[src/flash_seq_pkg.sv]
// Constants shared by the flash self-programming sequencer
package flash_seq_pkg;
  // ==========================================================
  // Geometry
  localparam int ROW_INSTR = 64;
  localparam int ROW_BYTES = 192;
  localparam int PAGE_ROWS = 8;
  localparam int PAGE_INSTR = 512;
  localparam int PAGE_BYTES = 1536;
  localparam int PAIR_STEP = 4;
  // ==========================================================
  // Register offsets (word index on the plain port)
  localparam logic [3:0] OFS_CONTROL = 4'h0;
  localparam logic [3:0] OFS_KEY = 4'h1;
  localparam logic [3:0] OFS_SRC = 4'h2;
  localparam logic [3:0] OFS_TGT = 4'h3;
  localparam logic [3:0] OFS_STATUS = 4'h4;
  localparam logic [3:0] OFS_IRQ_EN = 4'h5;
  localparam logic [3:0] OFS_IRQ_CLR = 4'h6;
  localparam logic [3:0] OFS_LATCH_LO = 4'h7;
  localparam logic [3:0] OFS_LATCH_HI = 4'h8;
  // ==========================================================
  // Control fields
  localparam int CTL_START_BIT = 15;
  localparam int CTL_FORMAT_BIT = 9;
  localparam int CTL_OP_LSB = 0;
  localparam logic [1:0] OP_PAIR = 2'h1;
  localparam logic [1:0] OP_ROW = 2'h2;
  localparam logic [1:0] OP_ERASE = 2'h3;
  // Status / interrupt bits
  localparam int ST_DONE = 0;
  localparam int ST_REFUSED = 1;
  localparam int ST_ALIGN = 2;
  localparam logic [2:0] IRQ_RESET = 3'h0;
  // ==========================================================
  // Unlock keys (arbitrary values) and timing
  localparam logic [15:0] KEY_FIRST = 16'h0055;
  localparam logic [15:0] KEY_SECOND = 16'h00AA;
  localparam int KEY_WINDOW_CYCLES = 8;
  localparam int CLK_MHZ = 25;
  localparam int ERASE_TIME_US = 40;
  localparam int ERASE_CYCLES = ERASE_TIME_US * CLK_MHZ;
  localparam int WORD_TIME_US = 4;
  localparam int WORD_CYCLES = WORD_TIME_US * CLK_MHZ;
endpackage : flash_seq_pkg
[src/flash_row_unpack.sv]
// RAM row image word to instruction pair unpacker
`timescale 1ns/1ns
`default_nettype none
module flash_row_unpack
  import flash_seq_pkg::*;
(
  input wire logic i_compressed,
  input wire logic [15:0] i_w0,
  input wire logic [15:0] i_w1,
  input wire logic [15:0] i_w2,
  input wire logic [15:0] i_w3,
  output logic [23:0] o_instr0,
  output logic [23:0] o_instr1
);
  // Uncompressed: lsw,msb-word per instruction; compressed: three words per pair
  always_comb begin
    if (i_compressed) begin
      o_instr0 = {i_w1[7:0], i_w0};
      o_instr1 = {i_w1[15:8], i_w2};
    end else begin
      o_instr0 = {i_w1[7:0], i_w0};
      o_instr1 = {i_w3[7:0], i_w2};
    end
  end
endmodule : flash_row_unpack
`default_nettype wire

[src/flash_self_program_sequencer.sv]
// Flash self-programming sequencer: registers, unlock, erase/row/pair sequencing
`timescale 1ns/1ns
`default_nettype none
// Contract
// - Array rows hold 64 instructions, 192 bytes; row is the row-program unit.
// - Erase clears one eight-row page; program writes one row or one pair.
// - Pages align to 1536 bytes, rows to 192 bytes from memory start.
// - Row write fetches RAM into latches itself, advancing both pointers; here RAM words go to wbuf, latch0/latch1 untouched.
// - Control bit 9 selects compressed or uncompressed row image.
// - Compressed: second word upper byte is second instruction top byte.
// - Successful erase or program can raise an enabled completion interrupt.
// - Processor is stalled while an erase or program runs.
// - Control bit 15 starts; hardware clears it when finished.
// - Pair programming only at addresses stepping by four.
// - No operation runs without the unlock key sequence first.
module flash_self_program_sequencer
  import flash_seq_pkg::*;
#(
  parameter int ERASE_WAIT = ERASE_CYCLES,
  parameter int WORD_WAIT = WORD_CYCLES,
  parameter int KEY_WINDOW = KEY_WINDOW_CYCLES,
  parameter logic [15:0] KEY_A = KEY_FIRST,
  parameter logic [15:0] KEY_B = KEY_SECOND
) (
  input wire logic I_CLOCK,
  input wire logic I_SYS_RST,
  input wire logic [3:0] I_ADDR,
  input wire logic [23:0] I_WDATA,
  input wire logic I_WR,
  input wire logic I_RD,
  output logic [23:0] O_RDATA,
  output logic O_IRQ,
  output logic O_CPU_STALL,
  output logic O_RAM_RD,
  output logic [15:0] O_RAM_ADDR,
  input wire logic [15:0] I_RAM_DATA,
  output logic O_FLASH_ERASE,
  output logic O_FLASH_WRITE,
  output logic [23:0] O_FLASH_ADDR,
  output logic [23:0] O_FLASH_DATA
);
  // ==========================================================
  // Elaboration checks
  initial begin
    if (ERASE_WAIT < 1 || WORD_WAIT < 1 || KEY_WINDOW < 1 || ERASE_WAIT > 65535 || WORD_WAIT > 65535)
      $error("flash sequencer: timing parameter out of range");
  end

  typedef enum logic [5:0] {
    S_IDLE  = 6'b000001,
    S_ERASE = 6'b000010,
    S_FETCH = 6'b000100,
    S_WAITD = 6'b001000,
    S_PROG  = 6'b010000,
    S_DONE  = 6'b100000
  } seq_state_e;

  seq_state_e state;
  logic start;
  logic format;
  logic [1:0] op;
  logic [15:0] src;
  logic [23:0] tgt;
  logic [23:0] latch0;
  logic [23:0] latch1;
  logic [1:0] key_stage;
  logic [7:0] key_age;
  logic [15:0] wait_cnt;
  logic [2:0] word_idx;
  logic [15:0] wbuf [0:3];
  logic [6:0] pair_cnt;
  logic [2:0] irq_status;
  logic [2:0] irq_enable;
  logic [2:0] irq_set;
  logic [23:0] up0;
  logic [23:0] up1;
  logic unlocked;
  logic wr_ctl;
  logic go;
  logic aligned;
  logic [2:0] words_per_pair;

  function automatic logic [23:0] mod_addr(input logic [23:0] a, input int unit);
    mod_addr = a % 24'(unit);
  endfunction : mod_addr

  // Program addresses step two per instruction; byte offset is 3/2 of address
  assign unlocked = (key_stage == 2'h2);
  assign wr_ctl = I_WR && (I_ADDR == OFS_CONTROL);
  assign go = wr_ctl && I_WDATA[CTL_START_BIT] && (state == S_IDLE);
  assign words_per_pair = format ? 3'h3 : 3'h4;

  always_comb begin
    aligned = 1'b0;
    if (I_WDATA[CTL_OP_LSB +: 2] == OP_ERASE)
      aligned = (mod_addr(tgt, PAGE_INSTR * 2) == 24'h0);
    else if (I_WDATA[CTL_OP_LSB +: 2] == OP_ROW)
      aligned = (mod_addr(tgt, ROW_INSTR * 2) == 24'h0);
    else if (I_WDATA[CTL_OP_LSB +: 2] == OP_PAIR)
      aligned = (mod_addr(tgt, PAIR_STEP) == 24'h0);
  end

  flash_row_unpack u_unpack (
    .i_compressed(format),
    .i_w0(wbuf[0]),
    .i_w1(wbuf[1]),
    .i_w2(wbuf[2]),
    .i_w3(wbuf[3]),
    .o_instr0(up0),
    .o_instr1(up1)
  );

  // ==========================================================
  // Unlock key sequence; a control write, any other key write or timeout relocks
  always_ff @(posedge I_CLOCK or posedge I_SYS_RST) begin
    if (I_SYS_RST) begin
      key_stage <= 2'h0;
      key_age <= 8'h00;
    end else if (I_WR && I_ADDR == OFS_KEY && I_WDATA[15:0] == KEY_A) begin
      key_stage <= 2'h1;
      key_age <= 8'h00;
    end else if (I_WR && I_ADDR == OFS_KEY && I_WDATA[15:0] == KEY_B && key_stage == 2'h1) begin
      key_stage <= 2'h2;
      key_age <= 8'h00;
    end else if (wr_ctl || (I_WR && I_ADDR == OFS_KEY)) begin
      key_stage <= 2'h0;
    end else if (key_stage != 2'h0) begin
      if (key_age >= 8'(KEY_WINDOW - 1))
        key_stage <= 2'h0;
      else
        key_age <= key_age + 8'h01;
    end
  end

  // ==========================================================
  // Control, pointers and latches
  always_ff @(posedge I_CLOCK or posedge I_SYS_RST) begin
    if (I_SYS_RST) begin
      start <= 1'b0;
      format <= 1'b0;
      op <= 2'h0;
    end else if (go && unlocked && aligned) begin
      start <= 1'b1;
      format <= I_WDATA[CTL_FORMAT_BIT];
      op <= I_WDATA[CTL_OP_LSB +: 2];
    end else if (wr_ctl && state == S_IDLE) begin
      format <= I_WDATA[CTL_FORMAT_BIT];
      op <= I_WDATA[CTL_OP_LSB +: 2];
    end else if (state == S_DONE) begin
      start <= 1'b0;
    end
  end

  always_ff @(posedge I_CLOCK or posedge I_SYS_RST) begin
    if (I_SYS_RST) begin
      src <= 16'h0000;
      tgt <= 24'h000000;
      latch0 <= 24'h000000;
      latch1 <= 24'h000000;
    end else if (state == S_IDLE) begin
      if (I_WR && I_ADDR == OFS_SRC)
        src <= I_WDATA[15:0];
      if (I_WR && I_ADDR == OFS_TGT)
        tgt <= I_WDATA;
      if (I_WR && I_ADDR == OFS_LATCH_LO)
        latch0 <= I_WDATA;
      if (I_WR && I_ADDR == OFS_LATCH_HI)
        latch1 <= I_WDATA;
    end else if (state == S_FETCH) begin
      src <= src + 16'h0002;
    end else if (state == S_PROG && wait_cnt == 16'h0001) begin
      tgt <= tgt + 24'(PAIR_STEP);
    end
  end

  // ==========================================================
  // Sequencer
  always_ff @(posedge I_CLOCK or posedge I_SYS_RST) begin
    if (I_SYS_RST) begin
      state <= S_IDLE;
      wait_cnt <= 16'h0000;
      word_idx <= 3'h0;
      pair_cnt <= 7'h00;
      for (int i = 0; i < 4; i++)
        wbuf[i] <= 16'h0000;
    end else begin
      case (state)
        S_IDLE: begin
          word_idx <= 3'h0;
          pair_cnt <= 7'h00;
          if (go && unlocked && aligned) begin
            if (I_WDATA[CTL_OP_LSB +: 2] == OP_ERASE) begin
              state <= S_ERASE;
              wait_cnt <= 16'(ERASE_WAIT);
            end else if (I_WDATA[CTL_OP_LSB +: 2] == OP_ROW) begin
              state <= S_FETCH;
            end else begin
              state <= S_PROG;
              wait_cnt <= 16'(WORD_WAIT);
            end
          end
        end
        S_ERASE: begin
          wait_cnt <= wait_cnt - 16'h0001;
          if (wait_cnt == 16'h0001)
            state <= S_DONE;
        end
        S_FETCH: begin
          state <= S_WAITD;
        end
        S_WAITD: begin
          // RAM answers in the same cycle as the read strobe, which rises one cycle after S_FETCH
          wbuf[word_idx[1:0]] <= I_RAM_DATA;
          if (word_idx == words_per_pair - 3'h1) begin
            word_idx <= 3'h0;
            state <= S_PROG;
            wait_cnt <= 16'(WORD_WAIT);
          end else begin
            word_idx <= word_idx + 3'h1;
            state <= S_FETCH;
          end
        end
        S_PROG: begin
          wait_cnt <= wait_cnt - 16'h0001;
          if (wait_cnt == 16'h0001) begin
            if (op == OP_ROW && pair_cnt != 7'(ROW_INSTR / 2 - 1)) begin
              pair_cnt <= pair_cnt + 7'h01;
              state <= S_FETCH;
            end else begin
              state <= S_DONE;
            end
          end
        end
        S_DONE: begin
          state <= S_IDLE;
        end
        default: begin
          state <= S_IDLE;
        end
      endcase
    end
  end

  // ==========================================================
  // Flash and RAM strobes, stall
  always_ff @(posedge I_CLOCK or posedge I_SYS_RST) begin
    if (I_SYS_RST) begin
      O_RAM_RD <= 1'b0;
      O_RAM_ADDR <= 16'h0000;
      O_FLASH_ERASE <= 1'b0;
      O_FLASH_WRITE <= 1'b0;
      O_FLASH_ADDR <= 24'h000000;
      O_FLASH_DATA <= 24'h000000;
      O_CPU_STALL <= 1'b0;
    end else begin
      O_RAM_RD <= (state == S_FETCH);
      O_RAM_ADDR <= src;
      O_FLASH_ERASE <= (state == S_ERASE) && (wait_cnt == 16'(ERASE_WAIT));
      O_FLASH_WRITE <= (state == S_PROG) && (wait_cnt == 16'(WORD_WAIT));
      O_FLASH_ADDR <= tgt;
      // Second instruction of the pair follows in the cycle after the write pulse
      O_FLASH_DATA <= O_FLASH_WRITE ? ((op == OP_ROW) ? up1 : latch1) : ((op == OP_ROW) ? up0 : latch0);
      O_CPU_STALL <= (go && unlocked && aligned) || (state != S_IDLE && state != S_DONE);
    end
  end

  // ==========================================================
  // Interrupts: set beats clear
  always_comb begin
    irq_set = 3'h0;
    irq_set[ST_DONE] = (state == S_DONE);
    irq_set[ST_REFUSED] = go && !unlocked;
    irq_set[ST_ALIGN] = go && unlocked && !aligned;
  end

  always_ff @(posedge I_CLOCK or posedge I_SYS_RST) begin
    if (I_SYS_RST) begin
      irq_status <= IRQ_RESET;
      irq_enable <= IRQ_RESET;
      O_IRQ <= 1'b0;
    end else begin
      if (I_WR && I_ADDR == OFS_IRQ_CLR)
        irq_status <= (irq_status & ~I_WDATA[2:0]) | irq_set;
      else
        irq_status <= irq_status | irq_set;
      if (I_WR && I_ADDR == OFS_IRQ_EN)
        irq_enable <= I_WDATA[2:0];
      O_IRQ <= |((irq_status | irq_set) & irq_enable);
    end
  end

  // ==========================================================
  // Register read
  always_ff @(posedge I_CLOCK or posedge I_SYS_RST) begin
    if (I_SYS_RST) begin
      O_RDATA <= 24'h000000;
    end else if (I_RD) begin
      if (I_ADDR == OFS_CONTROL)
        O_RDATA <= {8'h00, start, 5'h00, format, 7'h00, op};
      else if (I_ADDR == OFS_SRC)
        O_RDATA <= {8'h00, src};
      else if (I_ADDR == OFS_TGT)
        O_RDATA <= tgt;
      else if (I_ADDR == OFS_STATUS)
        O_RDATA <= {21'h000000, irq_status};
      else if (I_ADDR == OFS_IRQ_EN)
        O_RDATA <= {21'h000000, irq_enable};
      else if (I_ADDR == OFS_LATCH_LO)
        O_RDATA <= latch0;
      else if (I_ADDR == OFS_LATCH_HI)
        O_RDATA <= latch1;
      else
        O_RDATA <= 24'h000000;
    end else begin
      O_RDATA <= 24'h000000;
    end
  end

  // Cycles spent in erase; a counter, since the wait may run to 65535 cycles
  logic [15:0] erase_age;
  always_ff @(posedge I_CLOCK or posedge I_SYS_RST) begin
    if (I_SYS_RST)
      erase_age <= 16'h0000;
    else
      erase_age <= (state == S_ERASE) ? erase_age + 16'h0001 : 16'h0000;
  end

  // ==========================================================
  // Checks
  chk_start_locked: assert property (@(posedge I_CLOCK) disable iff (I_SYS_RST)
    (go && !unlocked) |=> (state == S_IDLE && !start)) else $error("start accepted while locked");
  chk_relock_after: assert property (@(posedge I_CLOCK) disable iff (I_SYS_RST)
    wr_ctl |=> !unlocked) else $error("key not relocked");
  chk_stall_busy: assert property (@(posedge I_CLOCK) disable iff (I_SYS_RST)
    (state == S_ERASE || state == S_PROG) |=> O_CPU_STALL) else $error("cpu not stalled");
  chk_start_clear: assert property (@(posedge I_CLOCK) disable iff (I_SYS_RST)
    (state == S_DONE) |=> !start ##1 (state == S_IDLE || $past(go))) else $error("start not cleared");
  chk_done_irq: assert property (@(posedge I_CLOCK) disable iff (I_SYS_RST)
    (state == S_DONE && irq_enable[ST_DONE]) |=> O_IRQ) else $error("done irq missing");
  chk_erase_len: assert property (@(posedge I_CLOCK) disable iff (I_SYS_RST)
    (state == S_ERASE) |=> (state == (($past(erase_age) < 16'(ERASE_WAIT - 1)) ? S_ERASE : S_DONE)))
    else $error("erase length wrong");
  chk_pair_align: assert property (@(posedge I_CLOCK) disable iff (I_SYS_RST)
    (O_FLASH_WRITE && op == OP_PAIR) |-> (O_FLASH_ADDR[1:0] == 2'h0)) else $error("pair misaligned");
  chk_ram_advance: assert property (@(posedge I_CLOCK) disable iff (I_SYS_RST)
    (state == S_FETCH) |=> (src == $past(src) + 16'h0002)) else $error("source not advanced");
  chk_row_count: assert property (@(posedge I_CLOCK) disable iff (I_SYS_RST)
    (state == S_PROG && op == OP_ROW) |-> (pair_cnt < 7'(ROW_INSTR / 2))) else $error("row overrun");
  chk_fmt_held: assert property (@(posedge I_CLOCK) disable iff (I_SYS_RST)
    (state != S_IDLE) |=> $stable(format)) else $error("format changed mid operation");
  cov_erase: cover property (@(posedge I_CLOCK) disable iff (I_SYS_RST) O_FLASH_ERASE);
  cov_row_done: cover property (@(posedge I_CLOCK) disable iff (I_SYS_RST) state == S_DONE && op == OP_ROW);
  cov_refused: cover property (@(posedge I_CLOCK) disable iff (I_SYS_RST) irq_set[ST_REFUSED]);
endmodule : flash_self_program_sequencer
`default_nettype wire

[config.mk]
export PLATFORM = sky130hd
export DESIGN_NAME = flash_self_program_sequencer
export DESIGN_NICKNAME = d
export VERILOG_FILES = /design/src/flash_seq_pkg.sv /design/src/flash_row_unpack.sv /design/src/flash_self_program_sequencer.sv
export SDC_FILE = /design/constraint.sdc
export NUM_CORES = 1
export LEC_CHECK = 0
export BUFFER_PORTS_ARGS = -buffer_cell sky130_fd_sc_hd__buf_4
export CORE_MARGIN = 3
export CORE_UTILIZATION = 53
export CTS_CLUSTER_SIZE = 40
export DETAILED_ROUTE_END_ITERATION = 6
export PLACE_DENSITY = 0.83
export SYNTH_ARGS = -nofsm -noshare
export SYNTH_HDL_FRONTEND = slang
export SYNTH_SLANG_ARGS = --single-unit
[constraint.sdc]
create_clock -name I_CLOCK -period 8.8 [get_ports I_CLOCK]
set_input_delay 1.32 -clock I_CLOCK [delete_from_list [all_inputs] [get_ports I_CLOCK]]
set_output_delay 1.32 -clock I_CLOCK [all_outputs]
set_load 0.05 [all_outputs]
==> results of run 1 <==
-- metal layers --
metal | global-route usage | part of all wire | vias up
met5 | 0 | 0.0011 | -
met4 | 0.0741 | 0.027 | 4
met3 | 0.0579 | 0.11 | 83
met2 | 0.417 | 0.46 | 598
met1 | 0.373 | 0.40 | 4840
li1 | - | - | 4287
-- cell type report --
| type | instances | area [µm²] | area share |
|---|---|---|---|
| flip-flops and latches | 289 | 7230 | 0.477 |
| clock buffers | 34 | 773 | 0.0510 |
| clock inverters | 18 | 204 | 0.0134 |
| inverters | 20 | 78.8 | 0.00520 |
| repair buffers | 150 | 1140 | 0.0751 |
| well taps | 319 | 399 | 0.0263 |
| multi-input cells | 709 | 5340 | 0.352 |
-- state kept, by name, summed over array words and instances (netlist names), 7 cells and up --
name	flops
tgt	24
wait_cnt	16
O_RDATA	24
wbuf	56
pair_cnt	7
latch1	24
src	16
key_age	8
O_FLASH_DATA	24
latch0	24
O_RAM_ADDR	16
O_FLASH_ADDR	24
-- cell usage in the layout (no fill, tap or decap), types with 6 or more instances in the layout --
cell type	n
dfrtp_1	288
clkinvlp_4	6
inv_1	18
o31ai_1	7
mux2_2	117
o21ai_0	33
clkbuf_16	28
a21oi_1	86
nand2b_1	6
o22a_1	9
a2bb2oi_1	19
and2_1	6
a31oi_1	18
nand4_1	19
nor4_1	6
a22oi_1	36
a21o_1	9
nor3_1	23
nand2_1	70
buf_4	149
nor2_1	55
ha_1	11
nand3_1	29
mux4_2	24
o22ai_1	19
or4_1	6
and3_1	8
-- cell usage after synthesis, types with 5 or more instances --
| master | number |
|---|---|
| a21o_1 | 9 |
| mux2_2 | 117 |
| nand2b_1 | 6 |
| or3_1 | 5 |
| o22a_1 | 9 |
| clkbuf_1 | 51 |
| nor4bb_1 | 5 |
| nand3_1 | 29 |
| nor2_1 | 55 |
| dfrtp_1 | 288 |
| nand4_1 | 19 |
| inv_1 | 19 |
| nor3_1 | 25 |
| mux4_2 | 24 |
| a21oi_1 | 86 |
| nor4_1 | 7 |
| and2_1 | 6 |
| and3_1 | 8 |
| a2bb2oi_1 | 19 |
| buf_1 | 7 |
| o22ai_1 | 19 |
| a31oi_1 | 18 |
| nor3b_1 | 5 |
| a22oi_1 | 36 |
| a22o_1 | 5 |
| nand2_1 | 70 |
| o21ai_0 | 33 |
| ha_1 | 11 |
| o31ai_1 | 7 |
| or4_1 | 6 |
-- worst paths after layout --
kind,startpoint,endpoint,cells after the start
worst max-delay path,state[0]$_DFFE_PP1P_,latch0[1]$_DFFE_PP0P_,5
worst min-delay path,src[0]$_DFFE_PP0P_,O_RAM_ADDR[0]$_DFF_PP0_,0
worst max register to register,state[0]$_DFFE_PP1P_,latch0[1]$_DFFE_PP0P_,5
worst min register to register,src[0]$_DFFE_PP0P_,O_RAM_ADDR[0]$_DFF_PP0_,0
max in group asynchronous,I_SYS_RST,key_age[6]$_DFFE_PP0P_,4
min in group asynchronous,I_SYS_RST,O_FLASH_ADDR[17]$_DFF_PP0_,3
-- where the power goes --
group          internal [mW]  switching (mW)  leakage [nW]
logic                  0.286           0.513          2.58
clock network          0.720           0.526         0.469
registers               1.52           0.205          3.52
-- logic make-up (layout without fill, tap and decap cells) --
group,Yosys count,after routing,synth area share
multiplexers,143,143,0.146
XOR/XNOR,4,4,0.00272
buffers and inverters,84,222,0.0258
flip-flops,289,289,0.562
adder cells (fa/ha/maj),11,11,0.0107
AO/OA/AOI/OAI,276,276,0.141
AND/OR/NAND/NOR,275,275,0.112
==> reports/results.tsv, run 1 <==
metric	value	unit
cts_made_buffers	28	
ff2ff_setup_slack	5310	ps
setup_viol	0	
area_delta_synth_final	17.8	%
die_h	162	µm
fill_cells	1757	
fin_ws	5310	ps
wl_per_cell	22.6	µm
worstSetupPathType	reg2reg	
drive_gt1_frac	0.298	
num_antenna_cells	0	
grt_max_degree	203	
worstPathCellList	or4b_4 > nor2_2 > buf_4 > nand3_1 > mux2_2	
num_rows	56	
synthArstFlopShare	1.00	
synth_top_cell_area_share	0.560	
drc	0	
finalMaxSlewViolations	0	
cts.sink_count	289	
required	9220	ps
drv_cap	0	
vias_per_cell	6.38	
tns	0	ps
cts_tree	yes	
fmax	287	MHz
stdcell_count	1539	
postSynthAreaPerCell	11.9	µm²
core_area	23700	µm²
crit_path_max_incr_delay	990	ps
min_path_type	reg2reg	
dp_hpwl	23700	µm
grtUsageTotal	0.264	
rsz0062_at_grt	no	
hold_violations	0	
yosysSeqAreaShare	0.562	
numPortBuffers	140	
max_slew.worst_pin.slew	1260	ps
powerDensity	249	nW/µm²
cts_buffer_depth	3	
dp.cells	1487	
synthCells	1082	
ctsHtreeMaxLevel	1	
synth_area_leaders	dfrtp_1, mux2_2, mux4_2	
crit_family	simple AND/OR/NAND/NOR gates	
placed_area	14200	µm²
relSlewSlack	0.156	
dr.pass1.iters	6	
yosysTopAreaCell	dfrtp_1	
insertion_delay	560	ps
post-route-period-util	0.396	
start_util	0.544	
layout.nets	1257	
grt_pass1_vias	9722	
fin_area	15200	µm²
synth_nets	1141	
final_antenna_net_count	0	
status	completed	
ctsHoldBuffers	0	
ys.flop_type	dfrtp_1	
holdWs	410	ps
final_util	0.640	
ys_ff_latch	289	
synth_edf_count	0	
dieArea	26200	µm²
cts_setup_buffers	0	
cts_resized	0	
drt_iter0_drc	1109	
finClkSkew	24.5	ps
yosysWarnings	0	
fin_total_pwr	3.77	mW
fp.dieW	162	µm
period_needed	3490	ps
cts_root_buffer	clkbuf_16	
cp_slowest_cell	nand3_1	
critPathLaunchType	flip-flop	
synth_cell_types	69	
vdd_drop_max	0.155	mV
antenna_found_initial	2	
arrival	3910	ps
cp_max_fo	44	
num_io_pins	141	
power_leakage	6.56	nW
crit_path_end_kind	flip-flop	
grt_pass1_wl	55000	µm
vias	9812	
wirelength	34700	µm
gr-total-overflow	0	
clk_pin_slew	60	ps
dp_slack	4960	ps
netlist_area	12900	µm²
place.gp.congestion	0.934	
cp_num_buf_inv	1	
No activity file was read; power rests on OpenSTA's default activity.
==> run 2, diff against run 1 <==
- CORE_UTILIZATION: 53 -> 55
- clock period: 8.8 -> 3.4 ns (I/O delays scaled with it)
==> reports/results.tsv, run 2 (synthesized netlist as in run 1, its figures left out) <==
metric	value	unit	change
status	completed		
period_needed	2840	ps	-652 ps
cts_tree	yes		
fin_ws	564	ps	-4750 ps
worstSetupPathType	reg2reg		
dieArea	25300	µm²	-3.5%
grt_max_degree	106		-48%
drc	0		unchanged
dr.pass1.iters	6		unchanged
cts_setup_buffers	0		unchanged
arrival	3250	ps	-660 ps
wirelength	35900	µm	+3.2%
grtUsageTotal	0.279		+0.0152
dp_hpwl	24800	µm	+4.8%
relSlewSlack	0.284		+0.127
cts_resized	0		unchanged
num_io_pins	141		unchanged
final_antenna_net_count	0		unchanged
crit_path_end_kind	flip-flop		
cp_max_fo	9		-80%
num_rows	55		-1.8%
max_slew.worst_pin.slew	1070	ps	-192 ps
rsz0062_at_grt	no		
required	3820	ps	-5400 ps
start_util	0.563		+0.0199
powerDensity	645	nW/µm²	+160%
num_antenna_cells	0		unchanged
vias_per_cell	6.49		+1.8%
ctsHoldBuffers	1		+1
dp_slack	493	ps	-4470 ps
core_area	22800	µm²	-3.5%
grt_pass1_wl	56300	µm	+2.3%
largest-register	wbuf		
gr-total-overflow	0		unchanged
drv_cap	0		unchanged
layout.nets	1269		+0.95%
critPathLaunchType	flip-flop		
place.gp.congestion	0.928		-0.59%
largest_register_ff_count	56		unchanged
numPortBuffers	140		unchanged
layout_common_cells	dfrtp_1, buf_4, mux2_2		
vias	10000		+2.2%
drt_iter0_drc	1095		-1.3%
post-route-period-util	0.834		+0.438
tns	0	ps	unchanged
area_delta_synth_final	18.8	%	
cts.sink_count	289		unchanged
fill_cells	1655		-5.8%
wl_per_cell	23.2	µm	+2.8%
cts_root_buffer	clkbuf_16		
finClkSkew	13.3	ps	-11.2 ps
die_h	159	µm	-1.8%
drive_gt1_frac	0.304		+0.00603
insertion_delay	550	ps	about the same
cts_made_buffers	28		unchanged
cts_buffer_depth	3		unchanged
hold_violations	0		unchanged
ctsHtreeMaxLevel	1		unchanged
min_path_type	in2reg		
clk_pin_slew	70	ps	about the same
fp.dieW	159	µm	-1.8%
vdd_drop_max	0.406	mV	+160%
power_leakage	6.64	nW	+1.3%
finalMaxSlewViolations	0		unchanged
antenna_found_initial	0		-2
final_common_cell	dfrtp_1		
grt_pass1_vias	9917		+2.0%
fmax	353	MHz	+23%
setup_viol	0		unchanged
run 2: critical path, cell delays in order, from the launching register on:
cell	delay [ps]
dfstp_2	580
or4b_4	510
or4_4	580
o31ai_4	440
and3_1	450
o22ai_1	140
run 2: cell type report:
| type | instances | area (µm²) | share of cell area |
|---|---|---|---|
| clock inverters | 18 | 223 | 0.0146 |
| multi-input cells | 709 | 5330 | 0.349 |
| well taps | 313 | 392 | 0.0256 |
| clock buffers | 34 | 773 | 0.0506 |
| flip-flops and latches | 289 | 7230 | 0.473 |
| inverters | 20 | 78.8 | 0.00516 |
| repair buffers | 162 | 1260 | 0.0822 |
run 2: through the flow:
stage               total power [mW]  cell area (µm²)  utilization  std cells  hold WS (ps)
finish                          9.86            15300        0.669       1545           219
global route                    10.2            15300        0.669       1545           226
CTS                             9.87            15300        0.669       1545           208
detailed placement              6.56            14300        0.625       1492           461
global placement                6.50            14300        0.625       1492           458
floorplan                       5.74            12900            -       1082           352
run 2: final timing paths:
check,start,to,slack (ps),depth (start not counted)
hold reg to reg,key_age[5]$_DFFE_PP0P_,key_age[5]$_DFFE_PP0P_,480,1
setup / recovery,state[0]$_DFFE_PP1P_,wait_cnt[1]$_DFFE_PP0P_,560,5
setup reg to reg,state[0]$_DFFE_PP1P_,wait_cnt[1]$_DFFE_PP0P_,560,5
max in group asynchronous,I_SYS_RST,O_FLASH_ADDR[20]$_DFF_PP0_,1920,4
hold / removal,I_RAM_DATA[10],wbuf[58]$_DFFE_PP0P_,220,2
min in group asynchronous,I_SYS_RST,key_age[0]$_DFFE_PP0P_,500,3
run 2: power breakdown:
part	switching [mW]	internal (mW)	total, mW
clock network	1.36	1.94	3.29
registers	0.562	3.95	4.51
logic	1.31	0.746	2.06
run 2: per-layer routing:
layer	track usage	wire length, µm	up-vias
met5	0	0	-
met1	0.405	14500	4992
li1	-	-	4319
met3	0.0388	3460	90
met4	0.102	1260	0
met2	0.436	16700	624
==> run 3, diff against run 2 <==
- clock period: 3.4 -> 3 ns (I/O delays scaled with it)
==> reports/results.tsv, run 3 (synthesized netlist as in run 1, its figures left out) <==
metric	value	unit	change
grt_pass1_vias	10100		+1.6%
rsz0062_at_grt	no		
max_slew.worst_pin.slew	973	ps	-96.4 ps
cts_tree	yes		
grt_pass1_wl	56700	µm	+0.80%
cts_resized	0		unchanged
powerDensity	708	nW/µm²	+9.8%
final_common_cell	dfrtp_1		
vdd_drop_max	0.395	mV	-2.8%
cts_setup_buffers	0		unchanged
largest-register	wbuf		
dieArea	25300	µm²	unchanged
cts.sink_count	289		unchanged
worstPathCellList	or4b_4 > or4_4 > o31ai_4 > and3_1 > o22ai_1		
gr-total-overflow	0		unchanged
dp_slack	219	ps	-274 ps
vias	9995		-0.30%
drt_iter0_drc	1015		-7.3%
cts_made_buffers	28		unchanged
layout.nets	1282		+1.0%
antenna_found_initial	3		+3
dr.pass1.iters	5		-1
num_antenna_cells	0		unchanged
power_leakage	6.63	nW	-0.21%
cp_max_fo	9		unchanged
fill_cells	1648		-0.42%
dp.cells	1505		+0.87%
route.met3.wl	3600	µm	+3.9%
area_delta_synth_final	18.4	%	
setup_viol	0		unchanged
die_h	159	µm	unchanged
wirelength	35800	µm	about the same
hold_violations	0		unchanged
num_io_pins	141		unchanged
core_area	22800	µm²	unchanged
drive_gt1_frac	0.305		+0.00127
num_rows	55		unchanged
wl_per_cell	23.1	µm	-0.61%
arrival	3120	ps	-130 ps
place.gp.congestion	0.912		-1.8%
cp_slowest_cell	or4_4		
period_needed	2710	ps	-128 ps
clk_pin_slew	60	ps	about the same
numPortBuffers	140		unchanged
finClkSkew	12.7	ps	-0.612 ps
wl_met2	16400	µm	-1.4%
post-route-period-util	0.903		+0.0686
cts_buffer_depth	3		unchanged
fp.dieW	159	µm	unchanged
tns	0	ps	unchanged
dp_hpwl	24800	µm	+0.23%
finalMaxSlewViolations	0		unchanged
largest_register_ff_count	56		unchanged
critPathLaunchType	flip-flop		
crit_path_max_incr_delay	590	ps	about the same
routed.top_layer	met5		
min_path_type	in2reg		
fmax	369	MHz	+4.7%
ctsHtreeMaxLevel	1		unchanged
crit_path_end_kind	flip-flop		
cts_root_buffer	clkbuf_16		
met1_length	14400	µm	-0.39%
start_util	0.563		unchanged
insertion_delay	560	ps	about the same
drv_cap	0		unchanged
worstSetupPathType	reg2reg		
layout_common_cells	dfrtp_1, buf_4, mux2_2		
grt_max_degree	107		+0.94%
final_antenna_net_count	0		unchanged
grtUsageTotal	0.281		+0.00183
relSlewSlack	0.348		+0.0646
stdcell_count	1553		+0.52%
drc	0		unchanged
fin_ws	292	ps	-272 ps
ctsHoldBuffers	1		unchanged
vias_per_cell	6.44		-0.81%
required	3410	ps	-410 ps
status	completed		
run 3: cell count changes in the layout (fill, tap and decap cells not counted):
cell / previous run / this run
clkbuf_1: 1 / 5
clkinv_4: 1 / 0
bufinv_16: 4 / 1
buf_12: 3 / 2
clkbuf_8: 5 / 3
buf_4: 158 / 172
clkinv_2: 6 / 3
run 3: routing by layer:
layer  up-vias  global-route usage
li1       4342                   -
met1      5003               0.397
met2       534               0.432
met3       110              0.0604
met4         6               0.107
met5         -                   0
run 3: where the power goes:
group | internal, mW | leakage, nW | switching [mW]
clock network | 1.88 | 0.415 | 1.49
registers | 4.47 | 3.52 | 0.614
logic | 0.847 | 2.70 | 1.50
total | 7.20 | 6.63 | 3.60
run 3: path summary, 6_finish.rpt:
kind | start | end | slack [ps] | depth (start not counted)
setup / recovery | state[0]$_DFFE_PP1P_ | wait_cnt[1]$_DFFE_PP0P_ | 290 | 5
hold / removal | I_RAM_DATA[14] | wbuf[62]$_DFFE_PP0P_ | 150 | 2
setup reg to reg | state[0]$_DFFE_PP1P_ | wait_cnt[1]$_DFFE_PP0P_ | 290 | 5
hold reg to reg | src[0]$_DFFE_PP0P_ | O_RAM_ADDR[0]$_DFF_PP0_ | 440 | 0
max in group asynchronous | I_SYS_RST | O_FLASH_ADDR[21]$_DFF_PP0_ | 1530 | 4
min in group asynchronous | I_SYS_RST | src[1]$_DFFE_PP0P_ | 400 | 3
run 3: area by class of cell:
| type | instances | area (µm²) | share of cell area |
|---|---|---|---|
| clock inverter | 11 | 109 | 0.00714 |
| clock buffer | 36 | 761 | 0.0499 |
| timing repair buffer | 175 | 1340 | 0.0880 |
| tap | 313 | 392 | 0.0257 |
| inverter | 20 | 78.8 | 0.00517 |
| multi-input combinational | 709 | 5330 | 0.350 |
| sequential | 289 | 7230 | 0.474 |
run 3: metrics by stage:
| step | hold WS, ps | util | power (mW) | area (µm²) |
|---|---|---|---|---|
| after floorplan | 352 | - | 6.50 | 12900 |
| after global placement | 412 | 0.629 | 7.36 | 14400 |
| after detailed placement | 410 | 0.629 | 7.44 | 14400 |
| after CTS | 140 | 0.667 | 10.8 | 15200 |
| after global routing | 145 | 0.667 | 11.2 | 15200 |
| final | 152 | 0.667 | 10.8 | 15200 |
run 3: worst max-delay path, delay by kind of cell (launching register included):
family	cells	cell delay, ps
simple gates	3	1550
flops	1	580
compound gates	2	450
